**src/include/vdbs_defs.svh**
```systemverilog
// register offsets, field positions, reset values and timing counts
`ifndef VDBS_DEFS_SVH
`define VDBS_DEFS_SVH

// register indices; byte address is four times the index
`define VDBS_IDX_CFG0 6'h00
`define VDBS_IDX_VCO_SRC 6'h07
`define VDBS_IDX_LOCK_FN 6'h0E
`define VDBS_IDX_PLL_DIV 6'h0F
`define VDBS_IDX_STATE 6'h10
`define VDBS_IDX_IRQ_STAT 6'h11
`define VDBS_IDX_IRQ_MASK 6'h12

// cfg0 fields
`define VDBS_CFG0_RESET_BIT 31
`define VDBS_CFG0_CALFLAG_BIT 28
`define VDBS_CFG0_ZERO_DLY_BIT 27

// vco source field and codes
`define VDBS_VCO_SRC_LSB 25
`define VDBS_VCO_SRC_MSB 26
`define VDBS_VCO_SRC_DIVIDED 2'h0
`define VDBS_VCO_SRC_DIRECT 2'h2

// lock pin function field and codes
`define VDBS_LOCK_FN_LSB 20
`define VDBS_LOCK_FN_MSB 23
`define VDBS_LOCK_FN_ACT_HIGH 4'h3
`define VDBS_LOCK_FN_ACT_LOW 4'h4

// pll divide fields
`define VDBS_CP_GAIN_LSB 30
`define VDBS_CP_GAIN_MSB 31
`define VDBS_VCO_DIV_LSB 26
`define VDBS_VCO_DIV_MSB 29
`define VDBS_FB_CNT_LSB 8
`define VDBS_FB_CNT_MSB 25

// reset values
`define VDBS_RST_CFG0 32'h0000_0000
`define VDBS_RST_VCO_SRC 32'h0000_0000
`define VDBS_RST_LOCK_FN 32'h0000_0000
`define VDBS_RST_PLL_DIV 32'h0800_0000
`define VDBS_RST_IRQ_MASK 3'h0

// interrupt status bits
`define VDBS_IRQ_CAL_DONE 0
`define VDBS_IRQ_LOCK_GAIN 1
`define VDBS_IRQ_LOCK_LOSS 2

// timing
`define VDBS_CLK_MHZ 50
`define VDBS_CAL_TIME_US 2000
`define VDBS_CAL_CYCLES (`VDBS_CAL_TIME_US * `VDBS_CLK_MHZ)

`endif

```
**src/include/vdbs_pkg.sv**
```systemverilog
// types shared by the sequencer modules
package vdbs_pkg;
    typedef enum logic {vdbs_cal_idle, vdbs_cal_run} vdbs_cal_state_e;
    typedef logic [31:0] vdbs_word_t;
    typedef logic [7:0] vdbs_addr_t;
endpackage

```
**src/include/vdbs_cal_if.sv**
```systemverilog
// handshake between the register logic and the calibration engine
`timescale 1ns/1ps
interface vdbs_cal_if;
    logic start;
    logic abort;
    logic busy;
    logic done;
    modport engine (input start, input abort, output busy, output done);
    modport ctrl (output start, output abort, input busy, input done);
endinterface // vdbs_cal_if

```
**src/rtl/vdbs_cal_engine.sv**
```systemverilog
// frequency calibration timer: busy from start until the run time elapses or an abort arrives
`timescale 1ns/1ps
`include "vdbs_defs.svh"
module vdbs_cal_engine #(
    parameter int CAL_CYCLES = `VDBS_CAL_CYCLES
) (
    // clock and reset
    input wire logic pclk,
    input wire logic presetn,
    // control handshake
    vdbs_cal_if.engine cal
);
    import vdbs_pkg::*;

    localparam int CW = $clog2(CAL_CYCLES + 1);
    localparam logic [CW-1:0] LAST = CW'(CAL_CYCLES - 1);

    vdbs_cal_state_e state;
    vdbs_cal_state_e next_state;
    logic [CW-1:0] count;
    logic busy_q;
    logic done_q;
    wire at_end = (count == LAST);

    // ----------------------------------------
    // state
    // ----------------------------------------
    always_comb begin
        next_state = state;
        unique case (state)
            vdbs_cal_idle: if (cal.start) next_state = vdbs_cal_run;
            vdbs_cal_run: if (cal.abort || at_end) next_state = vdbs_cal_idle;
        endcase
    end

    // a restart while running begins the count again
    always_ff @(posedge pclk or negedge presetn) begin
        if (!presetn) begin
            state <= vdbs_cal_idle;
            count <= '0;
            done_q <= 1'b0;
        end else begin
            state <= cal.start ? vdbs_cal_run : next_state;
            count <= (cal.start || state == vdbs_cal_idle) ? '0 : count + 1'b1;
            done_q <= (state == vdbs_cal_run) && at_end && !cal.abort
                      && !cal.start;
        end
    end

    assign busy_q = (state == vdbs_cal_run);
    assign cal.busy = busy_q;
    assign cal.done = done_q;
endmodule // vdbs_cal_engine

```
**src/rtl/vdbs_top.sv**
```systemverilog
// divider-bypass configuration logic of the clock conditioner
//
// The register offsets and register access over APB are this design's own decisions.
`timescale 1ns/1ps
`include "vdbs_defs.svh"

module vdbs_top #(
    parameter int CAL_CYCLES = `VDBS_CAL_CYCLES
) (
    // clock and reset
    input wire logic pclk,
    input wire logic presetn,
    // apb slave
    input wire logic psel,
    input wire logic penable,
    input wire logic pwrite,
    input wire vdbs_pkg::vdbs_addr_t paddr,
    input wire vdbs_pkg::vdbs_word_t pwdata,
    output vdbs_pkg::vdbs_word_t prdata,
    output logic pready,
    output logic pslverr,
    // analog loop status, asynchronous
    input wire logic pll_lock_raw,
    // device outputs
    output logic lock_indicator_pin,
    output logic cal_running,
    output logic [3:0] dist_divide,
    output logic [17:0] feedback_count,
    output logic [1:0] charge_pump_gain,
    output logic irq
);
    import vdbs_pkg::*;

    // ----------------------------------------
    // register storage
    // ----------------------------------------
    vdbs_word_t cfg0;
    vdbs_word_t vco_src_reg;
    vdbs_word_t lock_fn_reg;
    vdbs_word_t pll_div_reg;
    logic [2:0] irq_stat;
    logic [2:0] irq_mask;

    vdbs_cal_if cal_if ();

    vdbs_cal_engine #(
        .CAL_CYCLES(CAL_CYCLES)
    ) u_cal (
        .pclk(pclk),
        .presetn(presetn),
        .cal(cal_if.engine)
    );

    // ----------------------------------------
    // apb decode
    // ----------------------------------------
    // one wait state so that read data comes from a flip-flop
    // no byte strobes: every write to a configuration register replaces the whole word
    wire access = psel && penable;
    wire commit = access && pready;
    wire wr_en = commit && pwrite;
    wire [5:0] idx = paddr[7:2];
    wire aligned = (paddr[1:0] == 2'b00);
    wire hit_cfg0 = aligned && (idx == `VDBS_IDX_CFG0);
    wire hit_vco = aligned && (idx == `VDBS_IDX_VCO_SRC);
    wire hit_lock = aligned && (idx == `VDBS_IDX_LOCK_FN);
    wire hit_div = aligned && (idx == `VDBS_IDX_PLL_DIV);
    wire hit_state = aligned && (idx == `VDBS_IDX_STATE);
    wire hit_istat = aligned && (idx == `VDBS_IDX_IRQ_STAT);
    wire hit_imask = aligned && (idx == `VDBS_IDX_IRQ_MASK);
    wire mapped = hit_cfg0 || hit_vco || hit_lock || hit_div
                  || hit_state || hit_istat || hit_imask;

    wire wr_cfg0 = wr_en && hit_cfg0;
    wire wr_vco = wr_en && hit_vco;
    wire wr_lock = wr_en && hit_lock;
    wire wr_div = wr_en && hit_div;
    wire wr_istat = wr_en && hit_istat;
    wire wr_imask = wr_en && hit_imask;

    // reset bit wins over the rest of the same word
    wire soft_reset = wr_cfg0 && pwdata[`VDBS_CFG0_RESET_BIT];

    // ----------------------------------------
    // field views
    // ----------------------------------------
    // stored settings except new_src, which is the write data; a write shows here one cycle later
    wire zero_dly = cfg0[`VDBS_CFG0_ZERO_DLY_BIT];
    wire cal_done_on_lock_flag = cfg0[`VDBS_CFG0_CALFLAG_BIT];
    wire [1:0] vco_src = vco_src_reg[`VDBS_VCO_SRC_MSB:`VDBS_VCO_SRC_LSB];
    wire [3:0] lock_fn = lock_fn_reg[`VDBS_LOCK_FN_MSB:`VDBS_LOCK_FN_LSB];
    wire [3:0] vco_div = pll_div_reg[`VDBS_VCO_DIV_MSB:`VDBS_VCO_DIV_LSB];
    wire [1:0] new_src = pwdata[`VDBS_VCO_SRC_MSB:`VDBS_VCO_SRC_LSB];
    wire [1:0] next_gain = pll_div_reg[`VDBS_CP_GAIN_MSB:`VDBS_CP_GAIN_LSB];
    wire [17:0] next_fb = pll_div_reg[`VDBS_FB_CNT_MSB:`VDBS_FB_CNT_LSB];

    // zero-delay must be sampled as stored, before this write lands
    wire cal_start = wr_div && !zero_dly;
    assign cal_if.start = cal_start;
    assign cal_if.abort = soft_reset;

    // ----------------------------------------
    // configuration registers
    // ----------------------------------------
    // the reset bit acts once and is never stored
    always_ff @(posedge pclk or negedge presetn) begin
        if (!presetn) begin
            cfg0 <= `VDBS_RST_CFG0;
        end else if (soft_reset) begin
            cfg0 <= `VDBS_RST_CFG0;
        end else if (wr_cfg0) begin
            cfg0 <= pwdata;
        end
    end

    always_ff @(posedge pclk or negedge presetn) begin
        if (!presetn) begin
            vco_src_reg <= `VDBS_RST_VCO_SRC;
            lock_fn_reg <= `VDBS_RST_LOCK_FN;
            pll_div_reg <= `VDBS_RST_PLL_DIV;
        end else if (soft_reset) begin
            vco_src_reg <= `VDBS_RST_VCO_SRC;
            lock_fn_reg <= `VDBS_RST_LOCK_FN;
            pll_div_reg <= `VDBS_RST_PLL_DIV;
        end else begin
            if (wr_vco) vco_src_reg <= pwdata;
            if (wr_lock) lock_fn_reg <= pwdata;
            if (wr_div) pll_div_reg <= pwdata;
        end
    end

    // ----------------------------------------
    // feedback path validity
    // ----------------------------------------
    // switching to the raw vco leaves the old count wrong by the
    // vco divide, so lock is withheld until a new count arrives
    logic loop_ok;
    wire go_direct = wr_vco && (new_src == `VDBS_VCO_SRC_DIRECT)
                     && (vco_src != `VDBS_VCO_SRC_DIRECT);
    always_ff @(posedge pclk or negedge presetn) begin
        if (!presetn) begin
            loop_ok <= 1'b1;
        end else if (soft_reset || wr_div) begin
            loop_ok <= 1'b1;
        end else if (go_direct) begin
            loop_ok <= 1'b0;
        end
    end

    // ----------------------------------------
    // lock input synchroniser
    // ----------------------------------------
    // stage one may settle late; only stages two and three are trusted
    // a change is taken once both agree, so a short glitch is dropped
    logic [2:0] lock_sync;
    logic lock_q;
    always_ff @(posedge pclk or negedge presetn) begin
        if (!presetn) begin
            lock_sync <= 3'h0;
            lock_q <= 1'b0;
        end else begin
            lock_sync <= {lock_sync[1:0], pll_lock_raw};
            if (lock_sync[1] == lock_sync[2]) lock_q <= lock_sync[2];
        end
    end

    // ----------------------------------------
    // calibration done and lock state
    // ----------------------------------------
    // done beats a new start or reset bit in one cycle
    logic cal_done_seen;
    logic locked;
    always_ff @(posedge pclk or negedge presetn) begin
        if (!presetn) begin
            cal_done_seen <= 1'b0;
        end else if (cal_if.done) begin
            cal_done_seen <= 1'b1;
        end else if (cal_start || soft_reset) begin
            cal_done_seen <= 1'b0;
        end
    end

    // locked and the pin add two stages after the synchroniser
    // a running calibration keeps the loop from counting as locked
    wire next_locked = lock_q && loop_ok && !cal_if.busy;
    always_ff @(posedge pclk or negedge presetn) begin
        if (!presetn) begin
            locked <= 1'b0;
        end else begin
            locked <= next_locked;
        end
    end

    // ----------------------------------------
    // lock indicator pin
    // ----------------------------------------
    // the calibration meaning only holds while zero-delay is clear
    wire cal_meaning = cal_done_on_lock_flag && !zero_dly;
    wire indication = cal_meaning ? cal_done_seen : locked;
    wire pin_act_high = (lock_fn == `VDBS_LOCK_FN_ACT_HIGH);
    wire pin_act_low = (lock_fn == `VDBS_LOCK_FN_ACT_LOW);
    wire next_pin = pin_act_high ? indication
                    : pin_act_low ? !indication : 1'b0;

    // ----------------------------------------
    // distribution divide
    // ----------------------------------------
    // with the divider in the path the channels run at vco/div
    wire [3:0] next_dist = (vco_src == `VDBS_VCO_SRC_DIRECT)
                           ? 4'h1 : vco_div;

    always_ff @(posedge pclk or negedge presetn) begin
        if (!presetn) begin
            lock_indicator_pin <= 1'b0;
            cal_running <= 1'b0;
            dist_divide <= 4'h0;
            feedback_count <= 18'h0;
            charge_pump_gain <= 2'h0;
        end else begin
            lock_indicator_pin <= next_pin;
            cal_running <= cal_if.busy;
            dist_divide <= next_dist;
            feedback_count <= next_fb;
            charge_pump_gain <= next_gain;
        end
    end

    // ----------------------------------------
    // interrupts
    // ----------------------------------------
    // both lock flops reset low, so no false edge follows reset
    logic locked_d;
    always_ff @(posedge pclk or negedge presetn) begin
        if (!presetn) begin
            locked_d <= 1'b0;
        end else begin
            locked_d <= locked;
        end
    end

    wire [2:0] irq_events = {locked_d && !locked, locked && !locked_d,
                             cal_if.done};
    wire [2:0] irq_clear = wr_istat ? pwdata[2:0] : 3'h0;
    // an event in the clearing cycle survives the clear
    wire [2:0] next_irq_stat = (irq_stat & ~irq_clear) | irq_events;

    always_ff @(posedge pclk or negedge presetn) begin
        if (!presetn) begin
            irq_stat <= 3'h0;
            irq_mask <= `VDBS_RST_IRQ_MASK;
            irq <= 1'b0;
        end else begin
            irq_stat <= next_irq_stat;
            if (wr_imask) irq_mask <= pwdata[2:0];
            irq <= |(next_irq_stat & (wr_imask ? pwdata[2:0] : irq_mask));
        end
    end

    // ----------------------------------------
    // read path
    // ----------------------------------------
    // unmapped or unaligned reads return zero with an error
    wire [31:0] state_word = {28'h0, loop_ok, locked, cal_done_seen,
                              cal_if.busy};
    wire [31:0] rd_mux = hit_cfg0 ? cfg0
                       : hit_vco ? vco_src_reg
                       : hit_lock ? lock_fn_reg
                       : hit_div ? pll_div_reg
                       : hit_state ? state_word
                       : hit_istat ? {29'h0, irq_stat}
                       : hit_imask ? {29'h0, irq_mask}
                       : 32'h0;

    always_ff @(posedge pclk or negedge presetn) begin
        if (!presetn) begin
            pready <= 1'b0;
            pslverr <= 1'b0;
            prdata <= 32'h0;
        end else begin
            pready <= access && !pready;
            pslverr <= access && !pready && !mapped;
            if (access && !pready && !pwrite) prdata <= rd_mux;
        end
    end
endmodule // vdbs_top

```
**config.mk**
```make
export PLATFORM = sky130hd
export DESIGN_NAME = vdbs_top
export DESIGN_NICKNAME = d
export VERILOG_FILES = /design/src/include/vdbs_pkg.sv /design/src/include/vdbs_cal_if.sv /design/src/rtl/vdbs_cal_engine.sv /design/src/rtl/vdbs_top.sv
export VERILOG_INCLUDE_DIRS = /design/src /design/src/include
export SDC_FILE = /design/constraint.sdc
export NUM_CORES = 1
export LEC_CHECK = 0
export ABC_AREA = 1
export ABC_CLOCK_PERIOD_IN_PS = 4550
export BUFFER_PORTS_ARGS = -buffer_cell sky130_fd_sc_hd__buf_2
export CAP_MARGIN = 20
export CORE_AREA = 2 2 123 125
export CTS_BUF_LIST = sky130_fd_sc_hd__clkbuf_2
export DETAILED_ROUTE_END_ITERATION = 8
export DIE_AREA = 0 0 125 127
export GPL_TIMING_DRIVEN = 0
export MAX_ROUTING_LAYER = met4
export PLACE_DENSITY = 0.86
export SYNTH_ARGS = -nofsm -noshare
export SYNTH_HDL_FRONTEND = slang
export SYNTH_SLANG_ARGS = --single-unit
```
**constraint.sdc**
```tcl
create_clock -name pclk -period 4.55 [get_ports pclk]
set_clock_uncertainty 0.2 [all_clocks]
set_input_delay 0.2275 -clock pclk [delete_from_list [all_inputs] [get_ports pclk]]
set_output_delay 0.2275 -clock pclk [all_outputs]
set_load 0.01 [all_outputs]
```
==> reports/summary.txt, run 1 <==
fillers = 973
Cells after Synth = 973
CP max stage delay = 0.64 ns
area of the mapped netlist = 0.009310 mm^2
final hold viol count = 0
async set-or-reset flop fraction in the synthesized netlist = 100.0%
Leakage Power = 5.468 nW
WP data arrival = 4.48 ns
crit-path max FO = 10
antenna violations before repair = 1
vias per cell = 5.700
die height = 127 um
Max Root-Sink Buffers = 3
final slew viol count = 0
worst slew pin tran = 0.7206 ns
min-delay worst type = in2reg
GPL Wtd Cong = 0.8660
status = finished, final reports clean
PwrDens = 318.2 mW/mm^2
drt total wl = 24,540 um
Seq pwr share = 57.8%
core footprint = 0.01442 mm^2
Post-synth EDFFs = 0
TritonCTS clock tree = done
Starting Density = 64.55%
CP startpoint kind = input port
DR WL/cell = 17.18 um
Slew HR = 51.96%
number of global-route vias before repair = 8,186
crit-path cells = dlygate4sd3_1 > buf_2 > nor2_2 > dlygate4sd3_1 > nand2_2 > dlygate4sd3_1 > nor2_4 > nand2_4 > nor2_4 > nand2_2 > buf_6 > buf_4 > nand2_2 > dlygate4sd3_1 > o21ai_2 > dlygate4sd3_1
dpl ws = 2.368 ns
# resized after CTS = 0
Synth area leaders = dfrtp_1 59%, nand2_1 11%, o21ai_0 4.0%, o21ai_2 3.9%, nor2_1 2.9%
CTS H-tree depth = 2
slowest CP cell = dlygate4sd3_1
ys flop type = dfrtp_1
Synth area leader = dfrtp_1
CTS Buf Count = 52
part of the power in the clock network = 33.5%
Yosys warning count = 0
Peak VDD IR = 0.0002220 V
largest net degree at the start of global routing = 127
Die ar. = 0.01588 mm^2
crit path time final = 3.985 ns
vias = 8,145
Port Buffers = 106
drt drc = 0
Crit Path Class = in2reg
Skew-Pair Late Insertion Delay = 0.79 ns
Area Growth Syn to Fin = 21.06%
Final WS setup = 0.5647 ns
clock sinks = 222
gr usage total = 32.53%
RSZ-0062 raised after global routing = false
period utilization = 87.59%
Post-DP HPWL = 14,630 um
Mean Syn Cell Area = 9.569 um^2
clock root cell = clkbuf_2
# IOs = 107
Seq/Total Area, Yosys = 59.70%
Final #Nets = 1,251
Sw Share = 27.76%
Die X = 125 um
Setup crit end kind = flip-flop
setup bufs post-CTS = 0
drt initial violations = 791
Comb pwr share = 8.7%
Max Cap Violations = 0
Psw = 0.9958 mW
Overall Power = 3.587 mW
Yosys cell types = 38
first-pass GRT wire length = 40,260 um
global route overflow = 0
proportion of layout cells with a drive suffix above 1 = 23.23%
final setup vio count = 0
Clock transition at path regs = 0.12 ns
most frequent cells in the layout = 279 x nand2_1, 220 x dfrtp_1, 109 x buf_2
post-synth top area share = 59.13%
Detailed Routing Iterations Pass 1 = 5
Seq cells post-synth = 222
Core Util, Final = 78.14%
Routed Antenna Nets = 0
Req. time, crit path = 5.05 ns
Mapped Nets = 1,020
Internal = 2.591 mW
commonest non-fill, non-tap cell in the layout = nand2_1
Core Rows = 44
FMAX = 250.9 MHz
CP most frequent cell = dlygate4sd3_1
==> synthesized netlist by cell type, drive strengths merged (6+ instances only) <==
master / instances
a21oi: 37
a41oi: 28
buf: 24
clkbuf: 23
dfrtp: 220
inv: 50
nand2: 309
nand3: 26
nor2: 76
nor3: 6
o21ai: 142
==> through the flow <==
step,hold slack (ns),std cells,setup TNS (ns),area (um^2)
after global routing,0.06172,1429,0,11270
after CTS,0.003371,1428,0,11270
after floorplan,-0.2681,973,0,9310
after detailed placement,0.09804,1264,0,10110
final,0.07368,1429,0,11270
after global placement,0.1371,1263,-129.85,10070
==> worst max-delay path: cells and delay by family <==
kind,cells,cell delay [ns]
and+or+nand+nor,7,0.72
buffers and inverters,8,3.44
AOI/OAI and AO/OA,1,0.08
==> logic make-up after synthesis <==
group,Yosys count,share of synthesized area [%]
AOI/OAI and AO/OA,215,14.66
xor gates and xnor gates,7,0.6585
adders and majority gates,2,0.2419
buffers and inverters,97,5.456
DFF,222,59.70
and+or+nand+nor,430,19.28
==> repair_timing <==
item / CTS / global route
endpoints found under the setup margin: 0 / 1
hold buffers: 70 / 1
hold endpoints to repair: 389 / 5
==> worst paths after layout <==
kind | startpoint | to | slack (ns) | cells after the start
setup reg to reg | pready$_DFF_PN0_ | vco_src_reg[29]$_DFFE_PN0P_ | 0.90 | 10
hold / removal | pwdata[30] | lock_fn_reg[30]$_DFFE_PN0P_ | 0.07 | 4
setup / recovery | paddr[5] | vco_src_reg[29]$_DFFE_PN0P_ | 0.56 | 16
max in group asynchronous | presetn | u_cal.count[0]$_DFF_PN0_ | 3.20 | 4
min in group asynchronous | presetn | lock_fn_reg[3]$_DFFE_PN0P_ | 0.40 | 4
hold reg to reg | lock_sync[0]$_DFF_PN0_ | lock_sync[1]$_DFF_PN0_ | 0.17 | 0
==> power groups by stage <==
stage          Clock, mW  Combinational (mW)  Sequential (mW)
4_1_cts             1.22               0.308             2.07
3_5_place_dp           0               0.267             2.11
6_report            1.20               0.313             2.07
3_3_place_gp           0               0.258             2.11
5_1_grt             1.32               0.345             2.08
2_1_floorplan          0              0.0988             2.13
==> layout make-up <==
class / count / area (um^2) / area share [%]
Sequential cell: 222 / 5558 / 49.31
Timing Repair Buffer: 177 / 1286 / 11.41
Clock buffer: 71 / 355.3 / 3.153
Inverter: 50 / 195.2 / 1.732
Antenna cell: 1 / 2.502 / 0.02220
Buffer: 47 / 312.8 / 2.775
Tap cell: 184 / 230.2 / 2.043
Multi-Input combinational cell: 654 / 3244 / 28.79
Clock inverter: 23 / 86.33 / 0.7660
==> layer usage <==
layer	routed length (um)	part of all wire, %	track usage, %
met5	0	0	-
met4	722	2.9	15.42
met3	1788	7.3	5.486
met2	12220	50	52.21
met1	9813	40	41.04
Power figures use the tool's default switching activity.
==> inputs of run 2 (changes only) <==
--- a/config.mk
+++ b/config.mk
@@ -6,14 +6,14 @@
 export SDC_FILE = /design/constraint.sdc
 export NUM_CORES = 1
 export LEC_CHECK = 0
-export ABC_AREA = 1
+export ABC_AREA = 0
 export ABC_CLOCK_PERIOD_IN_PS = 4550
 export BUFFER_PORTS_ARGS = -buffer_cell sky130_fd_sc_hd__buf_2
 export CAP_MARGIN = 20
-export CORE_AREA = 2 2 123 125
+export CORE_AREA = 2 2 125 127
 export CTS_BUF_LIST = sky130_fd_sc_hd__clkbuf_2
 export DETAILED_ROUTE_END_ITERATION = 8
-export DIE_AREA = 0 0 125 127
+export DIE_AREA = 0 0 127 129
 export GPL_TIMING_DRIVEN = 0
 export MAX_ROUTING_LAYER = met4
 export PLACE_DENSITY = 0.86
==> run 2 against run 1 <==
Power barely moved. Sequential power barely moved. Via count rose by 9.2%. Non-clock buffer count rose by 23. Critical path type is now reg2reg. Critical endpoint is now vco_src_reg[6]$_DFFE_PN0P_.
==> reports/summary.txt, run 2 <==
CTS H-tree depth = 2
count leader, synth = nand2_1
Seq pwr share = 57.6%
Core Rows = 45
DP Area = 0.01041 mm^2
Starting Density = 64.19%
CP max stage delay = 0.72 ns
CP bufs+invs = 5
Port Buffers = 104
Crit Path Class = reg2reg
RSZ-0062 raised after global routing = false
final setup vio count = 0
Setup crit end kind = flip-flop
Die ar. = 0.01638 mm^2
top cells by count, synth = 292 x nand2_1, 220 x dfrtp_1, 100 x a21oi_1
die height = 129 um
hold path startpoint = pwdata[30]
async set-or-reset flop fraction in the synthesized netlist = 100.0%
Final Cell Area = 0.01156 mm^2
Core Util, Final = 77.22%
CP most frequent cell = dlygate4sd3_1
DR WL/cell = 18.84 um
Routed Antenna Nets = 0
worst slew pin tran = 0.7381 ns
Yosys cell types = 56
# IOs = 107
Sw Share = 28.21%
reg2reg end = vco_src_reg[6]$_DFFE_PN0P_
hold path depth = 4
Comb pwr share = 9.7%
final hold viol count = 0
area of the mapped netlist = 0.009613 mm^2
largest net degree at the start of global routing = 124
Area Growth Syn to Fin = 20.30%
Max Root-Sink Buffers = 3
Critical R2R Launch = pready$_DFF_PN0_
Internal = 2.573 mW
status = finished, final reports clean
CTS Buf Count = 53
gr usage total = 35.52%
vias = 8,892
global route overflow = 0
TritonCTS clock tree = done
vias per cell = 6.057
TNS Setup = 0 ns
proportion of layout cells with a drive suffix above 1 = 17.53%
Final #Nets = 1,296
Max Cap Violations = 0
Clock transition at path regs = 0.10 ns
Slew HR = 50.79%
Peak VDD IR = 0.0002400 V
FMAX = 237.1 MHz
Psw = 1.011 mW
drt drc = 0
Levels on crit path = 9
Hold EP = lock_fn_reg[30]$_DFFE_PN0P_
period utilization = 92.71%
drt total wl = 27,660 um
Yosys warning count = 0
Cells after Synth = 1,015
min-delay worst type = in2reg
final slew viol count = 0
Post-DP HPWL = 16,700 um
post-synth top area share = 57.27%
drt initial violations = 1,024
core footprint = 0.01498 mm^2
Mapped Nets = 1,062
PwrDens = 309.9 mW/mm^2
first-pass GRT wire length = 44,140 um
Req. time, crit path = 5.10 ns
antenna violations before repair = 1
crit-path max FO = 10
Skew-Pair Late Insertion Delay = 0.81 ns
commonest non-fill, non-tap cell in the layout = nand2_1
number of global-route vias before repair = 8,889
slowest CP cell = dlygate4sd3_1
part of the power in the clock network = 32.7%
R2R Setup Slk = 0.33 ns
Seq/Total Area, Yosys = 57.82%
Final WS setup = 0.3318 ns
crit path time final = 4.218 ns
Synth area leaders = dfrtp_1 57%, nand2_1 11%, a21oi_1 5.2%, o21ai_0 3.5%, mux2i_1 3.2%
WP data arrival = 4.77 ns
clock root cell = clkbuf_2
dpl ws = 1.704 ns
Seq cells post-synth = 222
Leakage Power = 5.540 nW
Synth area leader = dfrtp_1
Worst R2R Path Depth = 9
clock sinks = 222
CP startpoint kind = flip-flop
Detailed Routing Iterations Pass 1 = 6
Mean Syn Cell Area = 9.471 um^2
most frequent cells in the layout = 292 x nand2_1, 220 x dfrtp_1, 126 x buf_2
GPL Wtd Cong = 0.9358
crit-path cells = nand4_1 > dlygate4sd3_1 > nor4b_2 > dlygate4sd3_1 > buf_2 > nand2_1 > dlygate4sd3_1 > a21oi_1 > dlygate4sd3_1
Die X = 127 um
setup bufs post-CTS = 0
Overall Power = 3.584 mW
Post-synth EDFFs = 0
CP delay by family, top = buffers and inverters
ys flop type = dfrtp_1
-- run 2: cell count changes after synthesis, sizes merged, moves of 9 or more --
cell    previous run  this run
inv               50         7
nand3             26        15
a41oi             28         0
clkbuf            23        37
a221oi             0        29
a21oi             37       100
o21ai            142        68
and3               0         9
nand2            309       293
mux2i              0        31
-- run 2: metrics by stage --
stage	hold slack [ns]	std cells
2_1_floorplan	-0.2681	1015
3_3_place_gp	0.1356	1307
3_5_place_dp	0.1129	1308
4_1_cts	0.001069	1462
5_1_grt	0.004299	1467
6_report	0.02251	1468
-- run 2: layer usage --
| metal | up-vias | track usage [%] | wire, um |
|---|---|---|---|
| li1 | 3927 | - | - |
| met5 | - | - | 0 |
| met4 | 0 | 17.19 | 1103 |
| met1 | 4289 | 43.54 | 10490 |
| met2 | 561 | 56.51 | 13520 |
| met3 | 115 | 7.983 | 2539 |
-- run 2: kinds of logic (layout without fill, tap and decap cells) --
kind of cell,count (synthesis),count (layout),synth area share (%)
AOI/OAI and AO/OA,218,218,13.17
xor gates and xnor gates,15,15,1.367
muxes,36,36,3.814
adders and majority gates,2,2,0.2343
buffers and inverters,75,338,3.566
and+or+nand+nor,447,447,20.03
other,0,2,0
DFF,222,222,57.82
-- run 2: repair_timing --
action	CTS	global route
gates resized for setup	0	0
endpoints found under the hold margin	385	4
hold buffers	70	3
-- run 2: area by class of cell --
| type | count | area [um^2] |
|---|---|---|
| Sequential cell | 222 | 5558 |
| Multi-Input combinational cell | 718 | 3712 |
| Fill cell | 1021 | 3412 |
| Timing Repair Buffer | 179 | 1311 |
| Clock buffer | 68 | 340.3 |
| Buffer | 68 | 316.6 |
| Tap cell | 188 | 235.2 |
| Clock inverter | 16 | 60.06 |
| Inverter | 7 | 26.28 |
| Antenna cell | 2 | 5.005 |
-- run 2: worst min-delay path: cells and delay by family --
kind	cells	cell delay, ns
simple gates	1	0.05
compound gates	1	0.05
buf+inv	2	0.67
-- run 2: how the worst max path moves through the flow --
stage                           from                    endpoint  slack, ns
floorplan                   paddr[2]        cfg0[29]$_DFFE_PN0P_       2.44
global placement             presetn      prdata[25]$_DFFE_PN0P_      -0.62
detailed placement          paddr[2]    u_cal.cal.busy$_DFF_PN0_       1.70
CTS                 pready$_DFF_PN0_  vco_src_reg[6]$_DFFE_PN0P_       0.47
global route        pready$_DFF_PN0_  vco_src_reg[6]$_DFFE_PN0P_       0.26
finish              pready$_DFF_PN0_  vco_src_reg[6]$_DFFE_PN0P_       0.33
-- run 2: power groups by stage --
stage / sequential [mW] / combinational (mW) / clock, mW
floorplan: 2.12 / 0.105 / 0
global placement: 2.10 / 0.288 / 0
detailed placement: 2.10 / 0.297 / 0
CTS: 2.06 / 0.340 / 1.17
global route: 2.07 / 0.381 / 1.29
finish: 2.06 / 0.349 / 1.17
==> inputs of run 3 (changes only) <==
--- a/config.mk
+++ b/config.mk
@@ -7,11 +7,11 @@
 export NUM_CORES = 1
 export LEC_CHECK = 0
 export ABC_AREA = 0
-export ABC_CLOCK_PERIOD_IN_PS = 4550
+export ABC_CLOCK_PERIOD_IN_PS = 5270
 export BUFFER_PORTS_ARGS = -buffer_cell sky130_fd_sc_hd__buf_2
 export CAP_MARGIN = 20
 export CORE_AREA = 2 2 125 127
-export CTS_BUF_LIST = sky130_fd_sc_hd__clkbuf_2
+export CTS_BUF_LIST = sky130_fd_sc_hd__clkbuf_8
 export DETAILED_ROUTE_END_ITERATION = 8
 export DIE_AREA = 0 0 127 129
 export GPL_TIMING_DRIVEN = 0
==> constraint.sdc (replaced) <==
create_clock -name pclk -period 5.27 [get_ports pclk]
set_clock_uncertainty 0.2 [all_clocks]
set_input_delay 0.2635 -clock pclk [delete_from_list [all_inputs] [get_ports pclk]]
set_output_delay 0.2635 -clock pclk [all_outputs]
set_load 0.01 [all_outputs]
==> run 3 against run 2 <==
Critical path depth decreased by 2. First-iteration DRC count decreased by 23%. Die area unchanged. Combinational power decreased by 19%. Critical path type is now in2reg.
==> reports/summary.txt, run 3 (same netlist as run 2, synthesis figures left out) <==
Area Growth Syn to Fin = 19.89%
Clock transition at path regs = 0.06 ns
final hold viol count = 0
setup bufs post-CTS = 0
Peak VDD IR = 0.0002636 V
Detailed Routing Iterations Pass 1 = 5
min-delay worst type = in2reg
gr usage total = 34.29%
Core Rows = 45
global route overflow = 0
Crit Path Class = in2reg
worst slew pin tran = 1.306 ns
status = finished, final reports clean
Final #Nets = 1,246
Leakage Power = 5.469 nW
clock root cell = clkbuf_8
Die ar. = 0.01638 mm^2
CTS Buf Count = 36
Req. time, crit path = 5.46 ns
proportion of layout cells with a drive suffix above 1 = 16.64%
Routed Antenna Nets = 0
cts-stage hold buffer count = 41
crit-path cells = dlygate4sd3_1 > buf_2 > or4_4 > nor4_1 > nand2_1 > nand3_1 > o21ai_0
DP Area = 0.01041 mm^2
slowest CP cell = nor4_1
Die X = 127 um
# IOs = 107
largest net degree at the start of global routing = 124
CP startpoint kind = input port
Inserted Diodes = 0
Core Util, Final = 76.95%
DR WL/cell = 18.72 um
Setup crit end kind = flip-flop
vias per cell = 6.016
Starting Density = 64.19%
clock sinks = 222
final slew viol count = 0
Post-DP HPWL = 16,700 um
crit-path max FO = 10
commonest non-fill, non-tap cell in the layout = nand2_1
fillers = 1,015
crit path time final = 3.034 ns
Max Root-Sink Buffers = 3
Overall Power = 3.536 mW
Final Cell Area = 0.01152 mm^2
TritonCTS clock tree = done
CTS H-tree depth = 2
drt total wl = 26,360 um
vias = 8,471
antenna violations before repair = 0
FMAX = 329.6 MHz
most frequent cells in the layout = 292 x nand2_1, 220 x dfrtp_1, 125 x buf_2
# resized after CTS = 0
drt initial violations = 793
drt drc = 0
hold slack = 0.03300 ns
Skew-Pair Late Insertion Delay = 0.53 ns
Port Buffers = 104
period utilization = 57.57%
CP max stage delay = 1.00 ns
hold path depth = 4
Slew HR = 12.15%
Worst R2R Path Depth = 5
final setup vio count = 0
core footprint = 0.01498 mm^2
WP data arrival = 3.22 ns
GPL Wtd Cong = 0.9358
RSZ-0062 raised after global routing = false
PwrDens = 306.8 mW/mm^2
number of global-route vias before repair = 8,554
Max Cap Violations = 0
TNS Setup = 0 ns
first-pass GRT wire length = 42,600 um
die height = 129 um
==> run 3: cell types whose count changed in the layout (fill, tap and decap cells not counted) <==
| cell | delta |
|---|---|
| clkinv_2 | +1 |
| inv_2 | -1 |
| clkinv_1 | -15 |
| dlygate4sd3_1 | -31 |
| diode_2 | -2 |
| inv_6 | +1 |
| clkbuf_2 | -68 |
| clkbuf_8 | +48 |
| inv_1 | +9 |
| buf_2 | -1 |
| buf_16 | -1 |
==> run 3: worst max-delay path: cells and delay by family <==
| family | cells | cell delay (ns) |
|---|---|---|
| AO/OA/AOI/OAI | 1 | 0.08 |
| buffers and inverters | 2 | 0.73 |
| AND/OR/NAND/NOR | 4 | 2.14 |
==> run 3: metal layers <==
| layer | global-route usage, % | share of wire (%) | routed length, um |
|---|---|---|---|
| met1 | 42.02 | 38 | 10050 |
| met2 | 55.19 | 49 | 13000 |
| met3 | 6.611 | 8.4 | 2223 |
| met4 | 17.00 | 4.1 | 1089 |
| met5 | - | 0 | 0 |
==> run 3: path summary, 6_finish.rpt <==
kind | endpoint | slack (ns) | from
setup / recovery | u_cal.cal.busy$_DFF_PN0_ | 2.24 | paddr[2]
hold / removal | irq_stat[1]$_DFF_PN0_ | 0.03 | paddr[7]
setup reg to reg | u_cal.cal.busy$_DFF_PN0_ | 2.55 | pready$_DFF_PN0_
hold reg to reg | lock_sync[1]$_DFF_PN0_ | 0.15 | lock_sync[0]$_DFF_PN0_
max in group asynchronous | feedback_count[7]$_DFF_PN0_ | 3.68 | presetn
min in group asynchronous | pll_div_reg[7]$_DFFE_PN0P_ | 0.13 | presetn
==> run 3: metrics by stage <==
| step | worst slack (ns) | std cells |
|---|---|---|
| 5_1_grt | 2.297 | 1408 |
| 6_report | 2.236 | 1408 |
| 4_1_cts | 2.418 | 1408 |
| 3_5_place_dp | 2.388 | 1308 |
| 2_1_floorplan | 3.120 | 1015 |
| 3_3_place_gp | 0.06648 | 1307 |
==> run 3: layout make-up <==
type	instances	area, um^2	share of cell area [%]
sequential	222	5558	48.22
multi-input combinational	718	3712	32.21
timing repair buffer	146	968.4	8.403
clock buffer	48	660.6	5.732
buffer	68	316.6	2.747
tap	188	235.2	2.041
clock inverter	11	47.55	0.4126
inverter	7	26.28	0.2280
==> run 3: report_power, final <==
part	total, mW	switching, mW	internal (mW)
registers	1.78	0.0283	1.76
logic	0.284	0.173	0.110
clock network	1.47	0.660	0.808
